### src/rtl/flash_host_pkg.sv
/*
  Package for the flash erase/suspend host controller: command codes,
  unlock addresses, bus timing counts and carrier structs.
  Assumes a 100 MHz clock and a parallel NOR flash with 16-bit data.
*/
package flash_host_pkg;
  localparam int CLK_MHZ = 100;
  localparam int AW = 22;
  localparam int DW = 16;
  localparam logic [10:0] ADDR_UNLOCK1 = 11'h555;
  localparam logic [10:0] ADDR_UNLOCK2 = 11'h2aa;
  localparam logic [7:0] CMD_UNLOCK1 = 8'haa;
  localparam logic [7:0] CMD_UNLOCK2 = 8'h55;
  localparam logic [7:0] CMD_ERASE_SETUP = 8'h80;
  localparam logic [7:0] CMD_CHIP_ERASE = 8'h10;
  localparam logic [7:0] CMD_SECTOR_ERASE = 8'h30;
  localparam logic [7:0] CMD_SUSPEND = 8'hb0;
  localparam logic [7:0] CMD_RESUME = 8'h30;
  localparam logic [7:0] CMD_RESET = 8'hf0;
  // bus cycle phases in ns, converted to cycles (least times round up)
  localparam int T_SETUP_NS = 30;
  localparam int T_PULSE_NS = 40;
  localparam int T_HOLD_NS = 30;
  localparam int T_SETUP_CYC = (T_SETUP_NS * CLK_MHZ + 999) / 1000;
  localparam int T_PULSE_CYC = (T_PULSE_NS * CLK_MHZ + 999) / 1000;
  localparam int T_HOLD_CYC = (T_HOLD_NS * CLK_MHZ + 999) / 1000;
  // sector-erase window and suspend latencies
  localparam int WINDOW_US = 50;
  localparam int PROG_SUSP_US = 15;
  localparam int ERASE_SUSP_US = 20;
  // extra sectors must come well inside the window: longest time rounds down
  localparam int WINDOW_CYC = WINDOW_US * CLK_MHZ;
  localparam int PROG_SUSP_CYC = PROG_SUSP_US * CLK_MHZ;
  localparam int ERASE_SUSP_CYC = ERASE_SUSP_US * CLK_MHZ;
  localparam int CW = 16;
  localparam logic [CW-1:0] CNT_ZERO = 16'h0000;
  localparam logic [CW-1:0] CNT_ONE = 16'h0001;
  localparam int DATA_POLL = 7;
  localparam int TOGGLE = 6;
  localparam int ERASE_TIMER = 3;
  localparam int ALT_TOGGLE = 2;

  typedef enum logic [2:0] {
    OP_CHIP_ERASE = 3'h0,
    OP_SECTOR_ERASE = 3'h1,
    OP_ADD_SECTOR = 3'h2,
    OP_SUSPEND = 3'h3,
    OP_RESUME = 3'h4,
    OP_RESET = 3'h5
  } op_t;

  typedef struct packed {
    logic [AW-1:0] addr;
    logic [DW-1:0] data;
  } bus_word_t;

  typedef struct packed {
    logic data_poll_bit;
    logic toggle_bit;
    logic erase_timer_bit;
    logic alternate_toggle_bit;
  } flash_status_t;
endpackage

### src/rtl/flash_bus_cycle.sv
/*
  One asynchronous flash bus cycle (write or read) with set-up, strobe
  and hold phases. Assumes a single clock; the data pins are two-way,
  split into input, output and output enable.
*/
`timescale 1ns/1ps
module flash_bus_cycle (
  input wire logic clk,
  input wire logic rst_b,
  // request
  input wire logic start,
  input wire logic write,
  input wire flash_host_pkg::bus_word_t word,
  output logic busy,
  output logic done,
  output logic [flash_host_pkg::DW-1:0] rdata,
  // pins
  output logic [flash_host_pkg::AW-1:0] addr,
  output logic [flash_host_pkg::DW-1:0] dq_out,
  output logic dq_oe,
  input wire logic [flash_host_pkg::DW-1:0] dq_in,
  output logic ce_b,
  output logic we_b,
  output logic oe_b
);
  typedef enum logic [3:0] {
    IDLE = 4'b0001, SETUP = 4'b0010, PULSE = 4'b0100, HOLD = 4'b1000
  } phase_t;
  phase_t ph, next_ph;
  logic [7:0] cnt, next_cnt;
  logic wr, next_wr;
  logic [flash_host_pkg::AW-1:0] next_addr;
  logic [flash_host_pkg::DW-1:0] next_dq_out, next_rdata;
  logic next_done;
  // three-stage sampler; stage one feeds only stage two
  logic [flash_host_pkg::DW-1:0] s1, s2, s3;

  always_comb begin
    next_ph = ph;
    next_cnt = cnt;
    next_wr = wr;
    next_addr = addr;
    next_dq_out = dq_out;
    next_rdata = rdata;
    next_done = 1'b0;
    unique case (ph)
      IDLE: if (start) begin
        next_ph = SETUP;
        next_wr = write;
        next_addr = word.addr;
        next_dq_out = word.data;
        next_cnt = 8'(flash_host_pkg::T_SETUP_CYC);
      end
      SETUP: if (cnt <= 8'h01) begin
        next_ph = PULSE;
        // reads wait three extra cycles for the sampler
        next_cnt = 8'(flash_host_pkg::T_PULSE_CYC + (wr ? 0 : 3));
      end else next_cnt = cnt - 8'h01;
      PULSE: if (cnt <= 8'h01) begin
        next_ph = HOLD;
        if (!wr && s2 == s3) next_rdata = s3;
        next_cnt = 8'(flash_host_pkg::T_HOLD_CYC);
      end else next_cnt = cnt - 8'h01;
      HOLD: if (cnt <= 8'h01) begin
        next_ph = IDLE;
        next_done = 1'b1;
      end else next_cnt = cnt - 8'h01;
    endcase
  end

  always_ff @(posedge clk or negedge rst_b) begin
    if (!rst_b) begin
      ph <= IDLE;
      cnt <= 8'h00;
      wr <= 1'b0;
      addr <= '0;
      dq_out <= '0;
      rdata <= '0;
      done <= 1'b0;
      s1 <= '0;
      s2 <= '0;
      s3 <= '0;
    end else begin
      ph <= next_ph;
      cnt <= next_cnt;
      wr <= next_wr;
      addr <= next_addr;
      dq_out <= next_dq_out;
      rdata <= next_rdata;
      done <= next_done;
      s1 <= dq_in;
      s2 <= s1;
      s3 <= s2;
    end
  end

  assign busy = (ph != IDLE);
  assign ce_b = (ph == IDLE);
  assign we_b = !(ph == PULSE && wr);
  assign oe_b = !(ph != IDLE && !wr);
  assign dq_oe = (ph != IDLE) && wr;
endmodule

### src/rtl/flash_erase_host.sv
/*
  Host-side sequencer for a parallel NOR flash: issues chip erase,
  sector erase with extra sectors queued in the time-out window,
  erase suspend and resume, and polls status bits.
  Assumes the flash is the only bus client and user orders come one at
  a time, each taken while READY is high.
*/
// Notes on behaviour
// [RL1] program suspend halts within 15 us
// [RL2] suspend accepted at any address
// [RL3] suspended program allows reads elsewhere
// [RL4] no ID or query while programming
// [RL5] ID mode allowed inside program suspend
// [RL6] resumed program reports data-poll and toggle
// [RL7] host resumes; extra resumes ignored
// [RL8] chip erase is six ordered write cycles
// [RL9] device preprograms before erase itself
// [RL10] chip erase done returns array read
// [RL11] chip erase ignores commands; reset aborts
// [RL12] sector erase is six write cycles
// [RL13] 50 us window queues more sectors
// [RL14] extra sectors spaced under 50 us
// [RL15] other command in window aborts sequence
// [RL16] window from last strobe; timer bit
// [RL17] erasing accepts only erase suspend
// [RL18] erase suspend only in sector erase
// [RL19] erase suspend takes up to 20 us
// [RL20] suspended sectors read back status
// [RL21] suspended program returns to suspend-read
// [RL22] host resumes erase; repeats ignored
// [RL23] erase resume valid only when suspended
// [RL24] only low address and data decoded
`timescale 1ns/1ps
module flash_erase_host #(
  parameter int WINDOW_CYC = flash_host_pkg::WINDOW_CYC,
  parameter int ERASE_SUSP_CYC = flash_host_pkg::ERASE_SUSP_CYC,
  parameter int PROG_SUSP_CYC = flash_host_pkg::PROG_SUSP_CYC
) (
  // clock and reset
  input wire logic CLOCK,
  input wire logic RST_B,
  // user orders
  input wire logic CMD_VALID,
  input wire flash_host_pkg::op_t CMD_OP,
  input wire logic [flash_host_pkg::AW-1:0] CMD_ADDR,
  output logic READY,
  output logic OP_DONE,
  output logic ERASING,
  output logic SUSPENDED,
  output logic WINDOW_LATE,
  output flash_host_pkg::flash_status_t STATUS,
  // flash pins
  output logic [flash_host_pkg::AW-1:0] FLASH_ADDR,
  output logic [flash_host_pkg::DW-1:0] FLASH_DQ_OUT,
  output logic FLASH_DQ_OE,
  input wire logic [flash_host_pkg::DW-1:0] FLASH_DQ_IN,
  output logic FLASH_CE_B,
  output logic FLASH_WE_B,
  output logic FLASH_OE_B,
  output logic FLASH_RESET_B
);
  typedef enum logic [6:0] {
    S_IDLE = 7'b0000001,
    S_SEQ = 7'b0000010,
    S_WINDOW = 7'b0000100,
    S_POLL = 7'b0001000,
    S_WAIT = 7'b0010000,
    S_SUSP = 7'b0100000,
    S_RST = 7'b1000000
  } st_t;
  st_t st, next_st;
  logic [2:0] idx, next_idx, last, next_last;
  logic chip, next_chip, erasing, next_erasing, susp, next_susp;
  logic late, next_late, op_done, next_op_done, rst_pin, next_rst_pin;
  logic [flash_host_pkg::AW-1:0] sa, next_sa;
  logic [flash_host_pkg::CW-1:0] wcnt, next_wcnt, dly, next_dly;
  flash_host_pkg::flash_status_t stat, next_stat;
  logic bc_start, bc_write, bc_busy, bc_done;
  flash_host_pkg::bus_word_t bc_word;
  logic [flash_host_pkg::DW-1:0] bc_rdata;
  localparam logic [15:0] CNT_ZERO_L = flash_host_pkg::CNT_ZERO;
  localparam logic [15:0] CNT_ONE_L = flash_host_pkg::CNT_ONE;

  flash_bus_cycle u_cycle (
    .clk(CLOCK), .rst_b(RST_B),
    .start(bc_start), .write(bc_write), .word(bc_word),
    .busy(bc_busy), .done(bc_done), .rdata(bc_rdata),
    .addr(FLASH_ADDR), .dq_out(FLASH_DQ_OUT), .dq_oe(FLASH_DQ_OE),
    .dq_in(FLASH_DQ_IN), .ce_b(FLASH_CE_B), .we_b(FLASH_WE_B),
    .oe_b(FLASH_OE_B)
  );

  // six-cycle erase word; upper address/data left zero as don't care, except the full sector address in the sector cycle
  function automatic flash_host_pkg::bus_word_t seq_word(
    input logic [2:0] i, input logic c, input logic [21:0] a);
    flash_host_pkg::bus_word_t w;
    w = '0;
    unique case (i)
      3'h0, 3'h3: begin
        w.addr[10:0] = flash_host_pkg::ADDR_UNLOCK1;
        w.data[7:0] = flash_host_pkg::CMD_UNLOCK1;
      end
      3'h1, 3'h4: begin
        w.addr[10:0] = flash_host_pkg::ADDR_UNLOCK2;
        w.data[7:0] = flash_host_pkg::CMD_UNLOCK2;
      end
      3'h2: begin
        w.addr[10:0] = flash_host_pkg::ADDR_UNLOCK1;
        w.data[7:0] = flash_host_pkg::CMD_ERASE_SETUP;
      end
      default: begin
        w.addr = c ? {11'h000, flash_host_pkg::ADDR_UNLOCK1} : a;
        w.data[7:0] = c ? flash_host_pkg::CMD_CHIP_ERASE :
                          flash_host_pkg::CMD_SECTOR_ERASE;
      end
    endcase
    return w;
  endfunction // RL24

  always_comb begin
    next_st = st;
    next_idx = idx;
    next_last = last;
    next_chip = chip;
    next_erasing = erasing;
    next_susp = susp;
    next_late = late;
    next_op_done = 1'b0;
    next_rst_pin = 1'b1;
    next_sa = sa;
    next_wcnt = (wcnt != CNT_ZERO_L) ? wcnt - 16'h0001 : wcnt;
    next_dly = dly;
    next_stat = stat;
    bc_start = 1'b0;
    bc_write = 1'b1;
    bc_word = '0;
    unique case (st)
      S_IDLE: if (CMD_VALID) begin
        unique case (CMD_OP)
          flash_host_pkg::OP_CHIP_ERASE,
          flash_host_pkg::OP_SECTOR_ERASE: if (!erasing) begin
            next_chip = (CMD_OP == flash_host_pkg::OP_CHIP_ERASE); // RL8
            next_sa = CMD_ADDR; // RL12
            next_idx = 3'h0;
            next_last = 3'h5;
            next_erasing = 1'b1;
            next_late = 1'b0;
            next_st = S_SEQ;
          end
          flash_host_pkg::OP_SUSPEND: if (erasing && !chip && !susp) begin
            bc_start = 1'b1; // RL18
            bc_word.data[7:0] = flash_host_pkg::CMD_SUSPEND; // RL2
            next_dly = 16'(ERASE_SUSP_CYC); // RL19
            next_st = S_WAIT;
          end
          flash_host_pkg::OP_RESUME: if (susp) begin
            bc_start = 1'b1; // RL23
            bc_word.data[7:0] = flash_host_pkg::CMD_RESUME; // RL7
            next_susp = 1'b0; // RL22
            next_st = S_POLL;
          end
          flash_host_pkg::OP_RESET: begin
            next_rst_pin = 1'b0; // RL11
            next_dly = 16'(flash_host_pkg::T_PULSE_CYC * 10);
            next_st = S_RST;
          end
          default: ;
        endcase
      end
      S_SEQ: if (!bc_busy) begin
        bc_start = 1'b1;
        bc_word = seq_word(idx, chip, sa);
        if (idx == last) begin
          next_wcnt = 16'(WINDOW_CYC); // RL16
          next_st = chip ? S_POLL : S_WINDOW;
        end else next_idx = idx + 3'h1;
      end
      S_WINDOW: if (!bc_busy) begin
        if (CMD_VALID && CMD_OP == flash_host_pkg::OP_ADD_SECTOR) begin
          if (wcnt == CNT_ZERO_L) next_late = 1'b1; // RL14
          bc_start = 1'b1;
          bc_word.addr = CMD_ADDR; // RL13
          bc_word.data[7:0] = flash_host_pkg::CMD_SECTOR_ERASE;
          next_wcnt = 16'(WINDOW_CYC);
        end else if (CMD_VALID && CMD_OP == flash_host_pkg::OP_SUSPEND) begin
          bc_start = 1'b1; // RL19
          bc_word.data[7:0] = flash_host_pkg::CMD_SUSPEND;
          // two counts: route via the suspend wait, not a status poll
          next_dly = CNT_ONE_L + CNT_ONE_L;
          next_st = S_WAIT;
        end else if (CMD_VALID) begin
          // the flash must see the foreign command to drop its window
          bc_start = 1'b1; // RL15
          bc_word.data[7:0] = flash_host_pkg::CMD_RESET;
          next_erasing = 1'b0;
          next_op_done = 1'b1;
          next_st = S_IDLE;
        end else if (wcnt == CNT_ZERO_L) next_st = S_POLL; // RL17
      end
      S_POLL: if (!bc_busy) begin
        if (CMD_VALID && CMD_OP == flash_host_pkg::OP_RESET) begin
          next_rst_pin = 1'b0; // RL11 RL17
          next_dly = 16'(flash_host_pkg::T_PULSE_CYC * 10);
          next_st = S_RST;
        end else if (CMD_VALID && CMD_OP == flash_host_pkg::OP_SUSPEND &&
            !chip && !susp) begin
          bc_start = 1'b1; // RL17 RL18
          bc_word.data[7:0] = flash_host_pkg::CMD_SUSPEND;
          next_dly = 16'(ERASE_SUSP_CYC); // RL19
          next_st = S_WAIT;
        end else begin
          bc_start = 1'b1;
          bc_write = 1'b0;
          bc_word.addr = chip ? '0 : sa;
          next_st = S_WAIT;
          next_dly = CNT_ONE_L;
        end
      end
      S_WAIT: if (bc_done) begin
        next_stat.data_poll_bit = bc_rdata[flash_host_pkg::DATA_POLL];
        next_stat.toggle_bit = bc_rdata[flash_host_pkg::TOGGLE];
        next_stat.erase_timer_bit = bc_rdata[flash_host_pkg::ERASE_TIMER];
        next_stat.alternate_toggle_bit = bc_rdata[flash_host_pkg::ALT_TOGGLE];
        if (dly > CNT_ONE_L) begin
          next_st = S_SUSP;
        end else if (erasing && bc_rdata[flash_host_pkg::DATA_POLL] &&
            bc_rdata[flash_host_pkg::TOGGLE] ==
            stat.toggle_bit) begin
          // toggle stopped: erase finished, back to array read
          next_erasing = 1'b0; // RL10
          next_op_done = 1'b1;
          next_st = S_IDLE;
        end else if (!erasing) begin
          next_susp = 1'b1;
          next_op_done = 1'b1;
          next_st = S_IDLE;
        end else next_st = S_POLL; // RL9
      end
      S_SUSP: if (dly <= CNT_ONE_L) begin
        next_susp = 1'b1; // RL20
        next_op_done = 1'b1;
        next_st = S_IDLE;
      end else next_dly = dly - 16'h0001;
      S_RST: begin
        next_rst_pin = (dly <= CNT_ONE_L);
        if (dly <= CNT_ONE_L) begin
          next_erasing = 1'b0;
          next_susp = 1'b0;
          next_op_done = 1'b1;
          next_st = S_IDLE;
        end else next_dly = dly - 16'h0001;
      end
    endcase
    // suspend in window: erasing state held, suspension recorded later
    if (st == S_WAIT && bc_done && dly == CNT_ONE_L && susp == 1'b0 &&
        erasing && !chip && last == 3'h5 && next_st == S_SUSP)
      next_susp = 1'b1;
  end

  always_ff @(posedge CLOCK or negedge RST_B) begin
    if (!RST_B) begin
      st <= S_IDLE;
      idx <= 3'h0;
      last <= 3'h5;
      chip <= 1'b0;
      erasing <= 1'b0;
      susp <= 1'b0;
      late <= 1'b0;
      op_done <= 1'b0;
      rst_pin <= 1'b1;
      sa <= '0;
      wcnt <= '0;
      dly <= '0;
      stat <= '0;
    end else begin
      st <= next_st;
      idx <= next_idx;
      last <= next_last;
      chip <= next_chip;
      erasing <= next_erasing;
      susp <= next_susp;
      late <= next_late;
      op_done <= next_op_done;
      rst_pin <= next_rst_pin;
      sa <= next_sa;
      wcnt <= next_wcnt;
      dly <= next_dly;
      stat <= next_stat;
    end
  end

  // program is the device's other path; no ID/query issued here
  // program-side rules stay with the device: RL1 RL3 RL5 RL6 RL21
  assign READY = (st == S_IDLE) ||
    ((st == S_WINDOW || st == S_POLL) && !bc_busy); // RL4
  assign OP_DONE = op_done;
  assign ERASING = erasing;
  assign SUSPENDED = susp;
  assign WINDOW_LATE = late;
  assign STATUS = stat;
  assign FLASH_RESET_B = rst_pin;
endmodule

### config.mk
export PLATFORM = sky130hd
export DESIGN_NAME = flash_erase_host
export DESIGN_NICKNAME = d
export VERILOG_FILES = /design/src/rtl/flash_host_pkg.sv /design/src/rtl/flash_bus_cycle.sv /design/src/rtl/flash_erase_host.sv
export SDC_FILE = /design/constraint.sdc
export NUM_CORES = 1
export LEC_CHECK = 0
export BUFFER_PORTS_ARGS = -buffer_cell sky130_fd_sc_hd__buf_2
export CAP_MARGIN = 20
export CORE_AREA = 5 5 147 149
export CTS_CLUSTER_SIZE = 12
export DETAILED_ROUTE_END_ITERATION = 12
export DIE_AREA = 0 0 152 154
export GPL_ROUTABILITY_DRIVEN = 1
export PLACE_DENSITY_LB_ADDON = 0.25
export SYNTH_ARGS = -nofsm -noshare
export SYNTH_HDL_FRONTEND = slang
export SYNTH_SLANG_ARGS = --single-unit
### constraint.sdc
create_clock -name CLOCK -period 2.89 [get_ports CLOCK]
set_input_delay 0.4335 -clock CLOCK [delete_from_list [all_inputs] [get_ports CLOCK]]
set_output_delay 0.4335 -clock CLOCK [all_outputs]
set_load 0.005 [all_outputs]
# Word-level counts from Yosys, hierarchy flattened
# Cells that the tools add are included.
[classes]
bitwise_logic = 2
mux = 139
eq_ne = 59
magnitude_cmp = 3
n_reduce_logical = 54
n_addsub = 5
[op_table]
columns = ["cell", "n"]
rows = [
  ["2-to-1 mux 16 bit", 12],
  ["2-to-1 mux 22 bit", 7],
  ["2-to-1 mux 8 bit", 14],
  ["2-to-1 mux 7 bit", 15],
  ["case mux 22 bit (3 select lines)", 1],
  ["case mux 16 bit (2 select lines)", 2],
  ["case mux 16 bit (4 select lines)", 1],
  ["case mux 8 bit (4 select lines)", 2],
  ["2-to-1 mux 1 bit", 51],
  ["case mux 7 bit (6 select lines)", 1],
  ["2-to-1 mux 38 bit", 1],
  ["inequality test 2 bit, second input constant", 17],
  ["2-to-1 mux 11 bit", 3],
  ["subtractor 16 x 1 -> 16 bit, second input constant", 2],
  ["2-to-1 mux 4 bit", 7],
  ["case mux 7 bit (4 select lines)", 1],
  ["case mux 8 bit (3 select lines)", 1],
  ["case mux 11 bit (2 select lines)", 1],
  ["logical AND 1 bit", 20],
  ["2-to-1 mux 6 bit", 3],
  ["AND reduction 9 bit", 2],
  ["== test 16 x 1 -> 1 bit, second input constant", 1],
  ["== test 16 bit", 1],
  ["greater-than comparator 16 x 1 -> 1 bit, second input constant", 1],
  ["other kinds (51)", 95],
]
[totals]
in_bits = 44
elab_cells = 287
ff_bits = 182
output_inout_bits = 52

# Logic depth before layout (Yosys ltp)
# Gate-level depths: netlist of run 1.
[depth]
word_depth = 11
ltp_mapped = 11
depth_no_buf = 9

# By module
# From an unflattened synthesis of run 1, not the netlist that was laid out.
[hier_totals]
hier_cells = 794
hier_area_um2 = 9044.9
[by_module_without_submodules]
columns = ["mod", "cells_each", "instances", "area_per_inst_um2", "seq_area_each_um2"]
rows = [
  ["flash_erase_host", 511, 1, 4740.8, 1854.3],
  ["flash_bus_cycle", 283, 1, 4304.1, 2904.0],
]

# Worst setup path after synthesis of run 1
# OpenSTA, ideal clock, no wires.
[synth_timing]
path_type = "register to register"
startpoint = "reg u_cycle.cnt[3]"
endpoint = "reg u_cycle.rdata[2] (netlist bit)"
slack_ps = 344
path_stages_with_launch = 7
arrival_time_ps = 2422
synth_period_minus_slack_ps = 2546
setup_time_ps = 125
path_buffers = 0
required_time_ps = 2765
cell_sequence = "dfrtp_1 -> or3_4 -> nor4_4 -> nand2_2 -> or4_4 -> nor4_4 -> mux2_2"
[synth_via]
elab_chain_cells = 2
[synth_rtl]
columns = ["item", "line", "source"]
rows = [
  ["start, declared", "flash_bus_cycle.sv:30", "logic [7:0] cnt, next_cnt;"],
  ["start signal, assigned", "flash_bus_cycle.sv:85", "cnt <= next_cnt;"],
  ["<= comparator 8 x 1 -> 1 bit", "flash_bus_cycle.sv:59", "PULSE: if (cnt <= 8'h01) begin"],
  ["AND reduction 3 bit (no line)", "-", ""],
  ["end signal, assigned", "flash_bus_cycle.sv:89", "rdata <= next_rdata;"],
  ["end, declared", "flash_bus_cycle.sv:16", "output logic [flash_host_pkg::DW-1:0] rdata,"],
]
# No other way between the ends.
# A chain may end at the register's enable or synchronous reset.

# Final worst setup path of run 1
[layout_timing]
startpoint = "reg st[0]"
endpoint = "out READY"
[layout_via]
elab_chain_cells = 4
word_cells_on_any_way = 6
cone_classes = "eq/ne: 3; reduce/logical: 3"
[layout_rtl]
columns = ["item", "line", "source"]
rows = [
  ["start, declared", "flash_erase_host.sv:71", "st_t st, next_st;"],
  ["start signal, assigned", "flash_erase_host.sv:276", "st <= next_st;"],
  ["== test 7 x 3 -> 1 bit or == test 7 x 4 -> 1 bit (tied branches)", "flash_erase_host.sv:295", "((st == S_WINDOW || st == S_POLL) && !bc_busy);"],
  ["logical OR 1 bit", "flash_erase_host.sv:295", ""],
  ["logical AND 1 bit", "flash_erase_host.sv:295", ""],
  ["logical OR 1 bit *", "flash_erase_host.sv:294", "assign READY = (st == S_IDLE) ||"],
  ["end, declared", "flash_erase_host.sv:46", "output logic READY,"],
]
# Every way passes the cells marked *; elsewhere a longest branch is shown, timed or not.

==> flow_summary.json, run 1 <==
{
  "period_share": 0.971,
  "setup-violations-final": 0,
  "crit_type": "register to output pin",
  "synthMuxAreaShare": 0.0141,
  "status": "completed",
  "crit_path_start_kind": "register",
  "synth_area_leaders": "dfrtp_1 52%, nand2_1 7.6%, xnor2_1 3.1%",
  "synth_top_family_by_area": "simple AND/OR/NAND/NOR gates",
  "cp-end-kind": "output pin",
  "fp.dieH_um": 154,
  "setup_ws_ns": 0.0832,
  "peakVddDrop_mv": 0.364,
  "fin_nets": 963,
  "place_hpwl_um": 13400,
  "maxSlewHeadroom": 0.527,
  "h-tree-depth": 4,
  "rows": 52,
  "rsz0062_at_grt": "false",
  "clkLatencyLatePin_ns": 0.43,
  "route.detailed.drc": 0,
  "internal-power_uw": 4330,
  "path_clk_slew_ns": 0.08,
  "instances_no_fill": 1192,
  "drt_iter0_drc": 563,
  "grt_pass1_wl_um": 31500,
  "grt_usage": 0.162,
  "synth_commonest_cells": "165 x dfrtp_1, 159 x nand2_1, 57 x nor2_1",
  "portBuffers": 87,
  "initial_core_util": 0.394,
  "dp_cells": 1160,
  "multi_input_area_um2": 3410,
  "area.growth.synth_to_final_pct": 18.6,
  "gr-total-overflow": 0,
  "antenna_cells": 0,
  "ys_seq_area_frac": 0.533,
  "grt_max_degree": 78,
  "yosysMostFrequentCell": "dfrtp_1",
  "slowest_delay_ns": 0.48,
  "clockRootBuffer": "clkbuf_16",
  "worstPathArrival_ns": 2.37,
  "critPathTopFamily": "simple AND/OR/NAND/NOR gates",
  "routabilityCongestion": 1.01,
  "synth_edf_count": 0,
  "core-area_um2": 20000,
  "hp-class": "input port to async pin",
  "numClockSinks": 168,
  "first_pass_iters": 5,
  "dpl_worst_slack_ns": 0.234,
  "synthArstFlopShare": 1.00,
  "comb_power_share": 0.186,
  "cts_tree": "built",
  "slowest_stage": "or3_1",
  "fin_hold_ws_ns": 0.0302,
  "power.density_nw_per_um2": 680,
  "via_per_inst": 5.23,
  "fin_tns_setup_ns": 0,
  "synth-simple-area-share": 0.222,
  "power_frac_seq": 0.455,
  "drive_gt1_frac": 0.197,
  "yosysTopAreaCell": "dfrtp_1",
  "r2r_cells": 6,
  "hold_viol": 0,
  "grt_pass1_vias": 6147,
  "ys_dominant_reg_cell": "dfrtp_1",
  "cp_common_cell": "or3_1",
  "critPathMaxFanout": 7,
  "synth_compound_area_frac": 0.134,
  "drt.antenna.violating_nets": 0,
  "synthAdderAreaFrac": 0.0158,
  "min_period_ns": 2.81,
  "required_ns": 2.46,
  "cp.depth": 5,
  "cap_viol_max_count": 0,
  "finalWirelength_um": 18700,
  "syn-mean-instance-area_um2": 9.69,
  "die-area_um2": 23400,
  "avgRoutedWirePerCell_um": 15.6,
  "total_leakage_power_uw": 0.00432,
  "synth-xor-area-share": 0.0410,
  "crit_chain": "or3_1 > buf_4 > or3_1 > o21ai_1 > buf_2",
  "synth_cell_type_count": 70,
  "clock.fmax_mhz": 356,
  "switching_share": 0.321,
  "final-seq-area_um2": 4210,
  "n_fill_cell": 1938,
  "finalClockSkew_ns": 0.0180,
  "cts_hold_buf": 0,
  "worstMarginPinSlew_ns": 0.709,
  "die_w_um": 152,
  "ys_seq_elements": 168,
  "io_pins": 96,
  "cts_buffer_depth": 2,
  "vias": 6240,
  "numCtsBuffers": 17,
  "synthesis.area_um2": 7900,
  "post-cts-setup-buffers": 0,
  "netlist.area_leader.share": 0.523,
  "syn-instance-count": 815,
  "antenna_found_initial": 0,
  "switchingPower_uw": 2050,
  "yosys_warnings": 0,
  "clock_power_share": 0.359,
  "slew_viol_final": 0,
  "path_buf_inv": 2
}
timing repair:
action                     in CTS  in global routing
pin swaps                       0                  1
setup endpoints to repair       1                  2
gates resized for setup         1                  0
placed cells by master (no fill, tap or decap), types with 8 or more instances in the layout:
cell and count:
mux2_2 9, or3_1 9, clkbuf_16 17, dfrtp_1 165, buf_4 29, xnor2_1 28
nor2_1 57, o21ai_0 47, o31ai_1 8, nand4_1 17, conb_1 8, nor2b_1 13
a31oi_1 10, nand2_1 159, or4_1 10, xor2_1 9, nand3_1 11, buf_2 86
inv_1 19, a221o_1 11, nand2b_1 12, a21oi_1 41, ha_1 10, nor3_1 22
worst paths after layout:
kind / startpoint / end / slack (ns)
min in group CLOCK: FLASH_DQ_IN[1] / u_cycle.s1[1] / 0.10
min: RST_B / u_cycle.cnt[2] / 0.03
max in group asynchronous: RST_B / st[0] / 2.07
max: st[0] / READY / 0.08
min reg2reg: u_cycle.s1[3] / u_cycle.s2[3] / 0.35
max reg2reg: u_cycle.ph[2] / u_cycle.addr[16] / 0.29
power by group through the flow:
stage	Sequential, uW	Combinational [uW]	Clock [uW]
after floorplan	2870	863	0
after global placement	2940	1170	0
after detailed placement	2940	1190	0
after CTS	2900	1190	2360
after global routing	2950	1350	2470
final	2900	1180	2290
cell type report:
cell class                      count  area share
Sequential cell                   168       0.449
Multi-Input combinational cell    584       0.364
Timing Repair Buffer              119      0.0768
Clock buffer                       17      0.0454
Tap cell                          270      0.0361
Clock inverter                     15      0.0208
Inverter                           19     0.00761
state kept, by name, indices dropped and copies added, names as in the netlist, 7 cells and up:
signal and count:
st 7, wcnt 16, sa 22, u_cycle.s3 16, dly 16, u_cycle.addr 22
u_cycle.s2 16, u_cycle.cnt 8, u_cycle.s1 16
metal layers:
| layer | global-route usage | part of all wire | vias up |
|---|---|---|---|
| met5 | 0 | 0 | - |
| met4 | 0.0488 | 0.015 | 0 |
| met3 | 0.0298 | 0.054 | 20 |
| met2 | 0.264 | 0.48 | 187 |
| met1 | 0.223 | 0.45 | 3008 |
| li1 | - | - | 3025 |
logic make-up after synthesis:
| kind of cell | Yosys count |
|---|---|
| fa+ha+maj | 10 |
| xor+xnor | 37 |
| flops | 168 |
| buf+inv | 70 |
| compound gates | 165 |
| simple gates | 354 |
| mux | 10 |
| other cells | 1 |
stage by stage:
step	power (uW)	utilization	instance area [um2]
after floorplan	3730	-	7930
after global placement	4110	0.436	8750
after detailed placement	4130	0.436	8750
after CTS	6450	0.467	9370
after global routing	6770	0.467	9370
final	6370	0.467	9370
Note: power is estimated with default switching activity, not from simulation.
==> run 2, diff against run 1 <==
PLACE_DENSITY = 0.59   (was unset)
PLACE_DENSITY_LB_ADDON = unset   (was 0.25)
clock period = 2.6 ns   (was 2.89 ns; I/O delays follow)
==> run 2 against run 1 <==
Effect of this change: combinational power increased by 20%; clock-buffer cell count unchanged; largest cell class unchanged; sequential power increased by 11%; worst hold slack improved by 0.033 ns; largest power group unchanged; clock skew decreased by 0.0060 ns; via count increased by 1.1%; non-clock buffer count increased by 26; critical endpoint is now FLASH_DQ_OE; clock power increased by 12%; final area increased by 2.5%; wire length increased by 3.0%; die area unchanged; first-iteration DRC count decreased by 29%.
==> flow_summary.json, run 2 (same netlist as run 1, synthesis figures left out) <==
{
  "status": "completed",
  "die-area_um2": 23400,
  "r2r_slack_ns": 0.11,
  "power.density_nw_per_um2": 750,
  "r2r_start": "u_cycle.ph[0]",
  "clkLatencyLatePin_ns": 0.43,
  "cts_buffer_depth": 2,
  "rsz0062_at_grt": "false",
  "clockRootBuffer": "clkbuf_16",
  "path_clk_slew_ns": 0.07,
  "first_pass_iters": 4,
  "multi_input_area_um2": 3430,
  "antenna_cells": 0,
  "hold_end": "u_cycle.s1[5]",
  "rows": 52,
  "gr-total-overflow": 0,
  "cap_viol_max_count": 0,
  "hold_viol": 0,
  "hp-class": "input port to register",
  "period_share": 0.959,
  "vias": 6310,
  "required_ns": 2.21,
  "critPathMaxFanout": 9,
  "cts_tree": "built",
  "final_cell_mix": "165 x dfrtp_1, 159 x nand2_1, 86 x buf_2",
  "drt_iter0_drc": 400,
  "fp.dieH_um": 154,
  "grt_usage": 0.167,
  "finalClockSkew_ns": 0.0120,
  "final-seq-area_um2": 4210,
  "grt_pass1_wl_um": 32400,
  "reg.largest.list": "sa x22, u_cycle.addr x22",
  "area.growth.synth_to_final_pct": 21.5,
  "setup-violations-final": 0,
  "worstMarginPinSlew_ns": 0.589,
  "min_from": "FLASH_DQ_IN[5]",
  "numCtsBuffers": 17,
  "drive_gt1_frac": 0.219,
  "r2r_cells": 6,
  "via_per_inst": 5.18,
  "peakVddDrop_mv": 0.448,
  "clock.fmax_mhz": 401,
  "numClockSinks": 168,
  "cp-end-kind": "output pin",
  "r2r_end": "u_cycle.addr[15]",
  "avgRoutedWirePerCell_um": 15.8,
  "crit_type": "register to output pin",
  "n_fill_cell": 1924,
  "finalWirelength_um": 19200,
  "min_period_ns": 2.49,
  "h-tree-depth": 4,
  "whs_path_depth": 1,
  "maxSlewHeadroom": 0.608,
  "core-area_um2": 20000,
  "layout_commonest_cell": "dfrtp_1",
  "routabilityCongestion": 0.865,
  "fin_tns_setup_ns": 0,
  "io_pins": 96,
  "antenna_found_initial": 0,
  "crit_path_start_kind": "register",
  "total_leakage_power_uw": 0.00446,
  "portBuffers": 87,
  "initial_core_util": 0.394,
  "place_hpwl_um": 13900,
  "drt.antenna.violating_nets": 0,
  "grt_pass1_vias": 6283,
  "fin_nets": 989,
  "worstPathArrival_ns": 2.10,
  "grt_max_degree": 55,
  "slew_viol_final": 0,
  "route.detailed.drc": 0,
  "utilization": 0.479,
  "die_w_um": 152
}
## run 2: cell types whose count changed in the layout (fill, tap and decap cells not counted), sizes merged
cell         change
dlygate4sd3      +1
buf             +25
clkinv           -4
inv              +4
## run 2: worst max-delay path, stage by stage (launching register included)
cell and delay [ns]:
dfstp_2 0.53, or4b_1 0.49, buf_4 0.19, inv_1 0.09, buf_4 0.18, nor2_1 0.07
buf_2 0.13
## run 2: worst max-delay path by stage
stage / from / endpoint / slack [ns] / cells after the start
after floorplan: u_cycle.cnt[3] / u_cycle.rdata[2] / 0.05 / 6
after global placement: u_cycle.cnt[3] / u_cycle.rdata[7] / 0.05 / 6
after detailed placement: u_cycle.cnt[3] / u_cycle.rdata[7] / 0.01 / 6
after CTS: u_cycle.cnt[3] / u_cycle.cnt[2] / 0.04 / 8
after global routing: u_cycle.ph[0] / u_cycle.addr[15] / 0.001 / 6
final: u_cycle.ph[0] / FLASH_DQ_OE / 0.11 / 6
## run 2: stage by stage
stage	hold slack (ns)	setup slack (ns)	cell area [um2]	cells	power, uW
global placement	0.333	0.0466	8960	1185	4640
global route	0.0365	0.00103	9600	1218	7650
finish	0.0629	0.107	9600	1218	7200
detailed placement	0.335	0.0116	8960	1185	4670
floorplan	0.0944	0.0535	7930	822	4150
CTS	0.0450	0.0392	9580	1218	7260
## run 2: cell type report
type / instances / area share
clock buffers: 17 / 0.0443
clock inverters: 15 / 0.0194
inverters: 19 / 0.00743
multi-input cells: 584 / 0.357
flip-flops and latches: 168 / 0.438
well taps: 270 / 0.0352
repair buffers: 145 / 0.0982
## run 2: timing repair
action,4_1_cts,5_1_grt
setup endpoints to repair,4,20
hold endpoints to repair,51,0
buffers inserted,0,0
gates resized for setup,0,4
hold buffers,1,0
pin swaps,1,0
## run 2: report_power, final
part | total (uW) | switching (uW) | internal (uW)
Sequential | 3210 | 277 | 2930
Combinational | 1420 | 784 | 631
Clock | 2570 | 1250 | 1320
Total | 7200 | 2310 | 4890
## run 2: per-layer routing
| metal | track usage | wire length [um] | up-vias |
|---|---|---|---|
| met2 | 0.259 | 8840 | 155 |
| met3 | 0.0360 | 919 | 14 |
| li1 | - | - | 3089 |
| met5 | 0 | 0 | - |
| met1 | 0.239 | 9220 | 3052 |
| met4 | 0.0449 | 233 | 0 |
==> run 3, diff against run 2 <==
CELL_PAD_IN_SITES_DETAIL_PLACEMENT = 1   (was unset)
CELL_PAD_IN_SITES_GLOBAL_PLACEMENT = 1   (was unset)
PLACE_DENSITY = 0.72   (was 0.59)
==> run 3 against run 2 <==
Effect of this change: critical path depth is the same; sequential cell count is the same; clock skew shrank 0.00072 ns; sequential share of layout area shrank 0.15 points; core utilization grew 0.16 points; final area grew 0.34%; clock power is essentially flat.
==> flow_summary.json, run 3 (same netlist as run 1, synthesis figures left out) <==
{
  "die_w_um": 152,
  "crit_chain": "or4b_1 > or4_4 > o21ai_2 > o21ai_2 > buf_12 > a221o_1",
  "antenna_found_initial": 0,
  "hp-class": "input port to register",
  "finalWirelength_um": 22500,
  "drt.antenna.violating_nets": 0,
  "dpl_worst_slack_ns": -0.0593,
  "final_area_um2": 9630,
  "setup-violations-final": 0,
  "area.growth.synth_to_final_pct": 21.9,
  "finalClockSkew_ns": 0.0113,
  "total_power_uw": 7280,
  "status": "completed",
  "r2r_cells": 6,
  "grt_pass1_vias": 7008,
  "die-area_um2": 23400,
  "io_pins": 96,
  "hold_viol": 0,
  "total_leakage_power_uw": 0.00447,
  "crit_type": "register to register",
  "utilization": 0.481,
  "portBuffers": 87,
  "slew_viol_final": 0,
  "rsz0062_at_grt": "false",
  "peakVddDrop_mv": 0.479,
  "via_per_inst": 5.32,
  "required_ns": 2.91,
  "cp.depth": 6,
  "worstMarginPinSlew_ns": 0.585,
  "route.detailed.drc": 0,
  "layout_commonest_cell": "dfrtp_1",
  "fin_nets": 992,
  "clock.fmax_mhz": 393,
  "setup_ws_ns": 0.0532,
  "cap_viol_max_count": 0,
  "slowest_stage": "or4_4",
  "worstPathArrival_ns": 2.86,
  "period_share": 0.980,
  "numClockSinks": 168,
  "cp-end-kind": "register",
  "fin_hold_ws_ns": 0.0552,
  "avgRoutedWirePerCell_um": 18.5,
  "drt_iter0_drc": 449,
  "crit_path_end": "u_cycle.addr[13]",
  "cts_buffer_depth": 2,
  "crit_path_start_kind": "register",
  "cts_tree": "built",
  "clkLatencyLatePin_ns": 0.44,
  "core-area_um2": 20000,
  "routabilityCongestion": 0.886,
  "maxSlewHeadroom": 0.606,
  "cp_common_cell": "o21ai_2",
  "h-tree-depth": 4,
  "place_hpwl_um": 16000,
  "r2r_end": "u_cycle.addr[13]",
  "r2r_slack_ns": 0.05,
  "n_fill_cell": 2332,
  "gr-total-overflow": 0,
  "power.density_nw_per_um2": 756,
  "slowest_delay_ns": 0.62,
  "min_period_ns": 2.55,
  "antenna_cells": 0,
  "vias": 6500,
  "final_cell_mix": "165 x dfrtp_1, 158 x nand2_1, 86 x buf_2",
  "cp-startpoint": "u_cycle.ph[0]",
  "path_clk_slew_ns": 0.07,
  "drive_gt1_frac": 0.227,
  "grt_usage": 0.194,
  "critPathTopFamily": "simple AND/OR/NAND/NOR gates",
  "initial_core_util": 0.394,
  "r2r_start": "u_cycle.ph[0]",
  "critPathMaxFanout": 32,
  "numCtsBuffers": 17,
  "grt_pass1_wl_um": 37400,
  "reg.largest.list": "sa x22, u_cycle.addr x22",
  "path_buf_inv": 1,
  "rows": 52,
  "clockRootBuffer": "clkbuf_16",
  "fp.dieH_um": 154,
  "grt_max_degree": 64,
  "first_pass_iters": 4,
  "place_area_um2": 8980
}
## run 3: power by group
group	switching (uW)	internal [uW]	total, uW
logic	858	624	1480
registers	277	2930	3210
clock network	1260	1330	2590
## run 3: worst reg2reg max path, delay by kind of cell, from the launching register on
family	cells	cell delay, ns
flops	1	0.53
compound gates	3	0.50
simple gates	2	1.23
buf+inv	1	0.17
## run 3: worst min-delay path by stage
| stage | slack (ns) | end | from | cells after the start |
|---|---|---|---|---|
| 6_report | 0.06 | u_cycle.s1[13] | FLASH_DQ_IN[13] | 1 |
| 5_1_grt | 0.02 | u_cycle.s1[13] | FLASH_DQ_IN[13] | 1 |
| 2_1_floorplan | 0.09 | ERASING | RST_B | 0 |
| 4_1_cts | 0.03 | u_cycle.s1[13] | FLASH_DQ_IN[13] | 1 |
| 3_5_place_dp | 0.30 | u_cycle.s1[4] | RST_B | 1 |
| 3_3_place_gp | 0.29 | u_cycle.s2[5] | RST_B | 1 |
## run 3: cell type report
type / count / area, um2 / share of cell area
multi-input combinational: 584 / 3440 / 0.357
clock buffer: 18 / 439 / 0.0456
inverter: 19 / 71.3 / 0.00741
sequential: 168 / 4210 / 0.437
tap: 270 / 338 / 0.0351
clock inverter: 14 / 170 / 0.0177
timing repair buffer: 148 / 965 / 0.100
## run 3: metal layers
metal	share of wire	global-route usage	vias to the layer above
met3	0.044	0.0492	28
met1	0.45	0.249	3255
met4	0.018	0.0591	0
li1	-	-	3077
met2	0.49	0.326	140
met5	0	0	-
## run 3: timing repair
action                                 4_1_cts  5_1_grt
hold buffers                                 1        0
setup endpoints to repair                    7       10
cloned                                       0        0
endpoints found under the hold margin       28        0
pin swaps                                    1        0
gates resized for setup                      3        5
buffers inserted                             0        0
## run 3: metrics by stage
stage | setup TNS [ns] | instances
6_report | 0 | 1221
5_1_grt | 0 | 1221
4_1_cts | 0 | 1221
3_5_place_dp | -0.222 | 1188
3_3_place_gp | -0.00689 | 1188
2_1_floorplan | 0 | 822
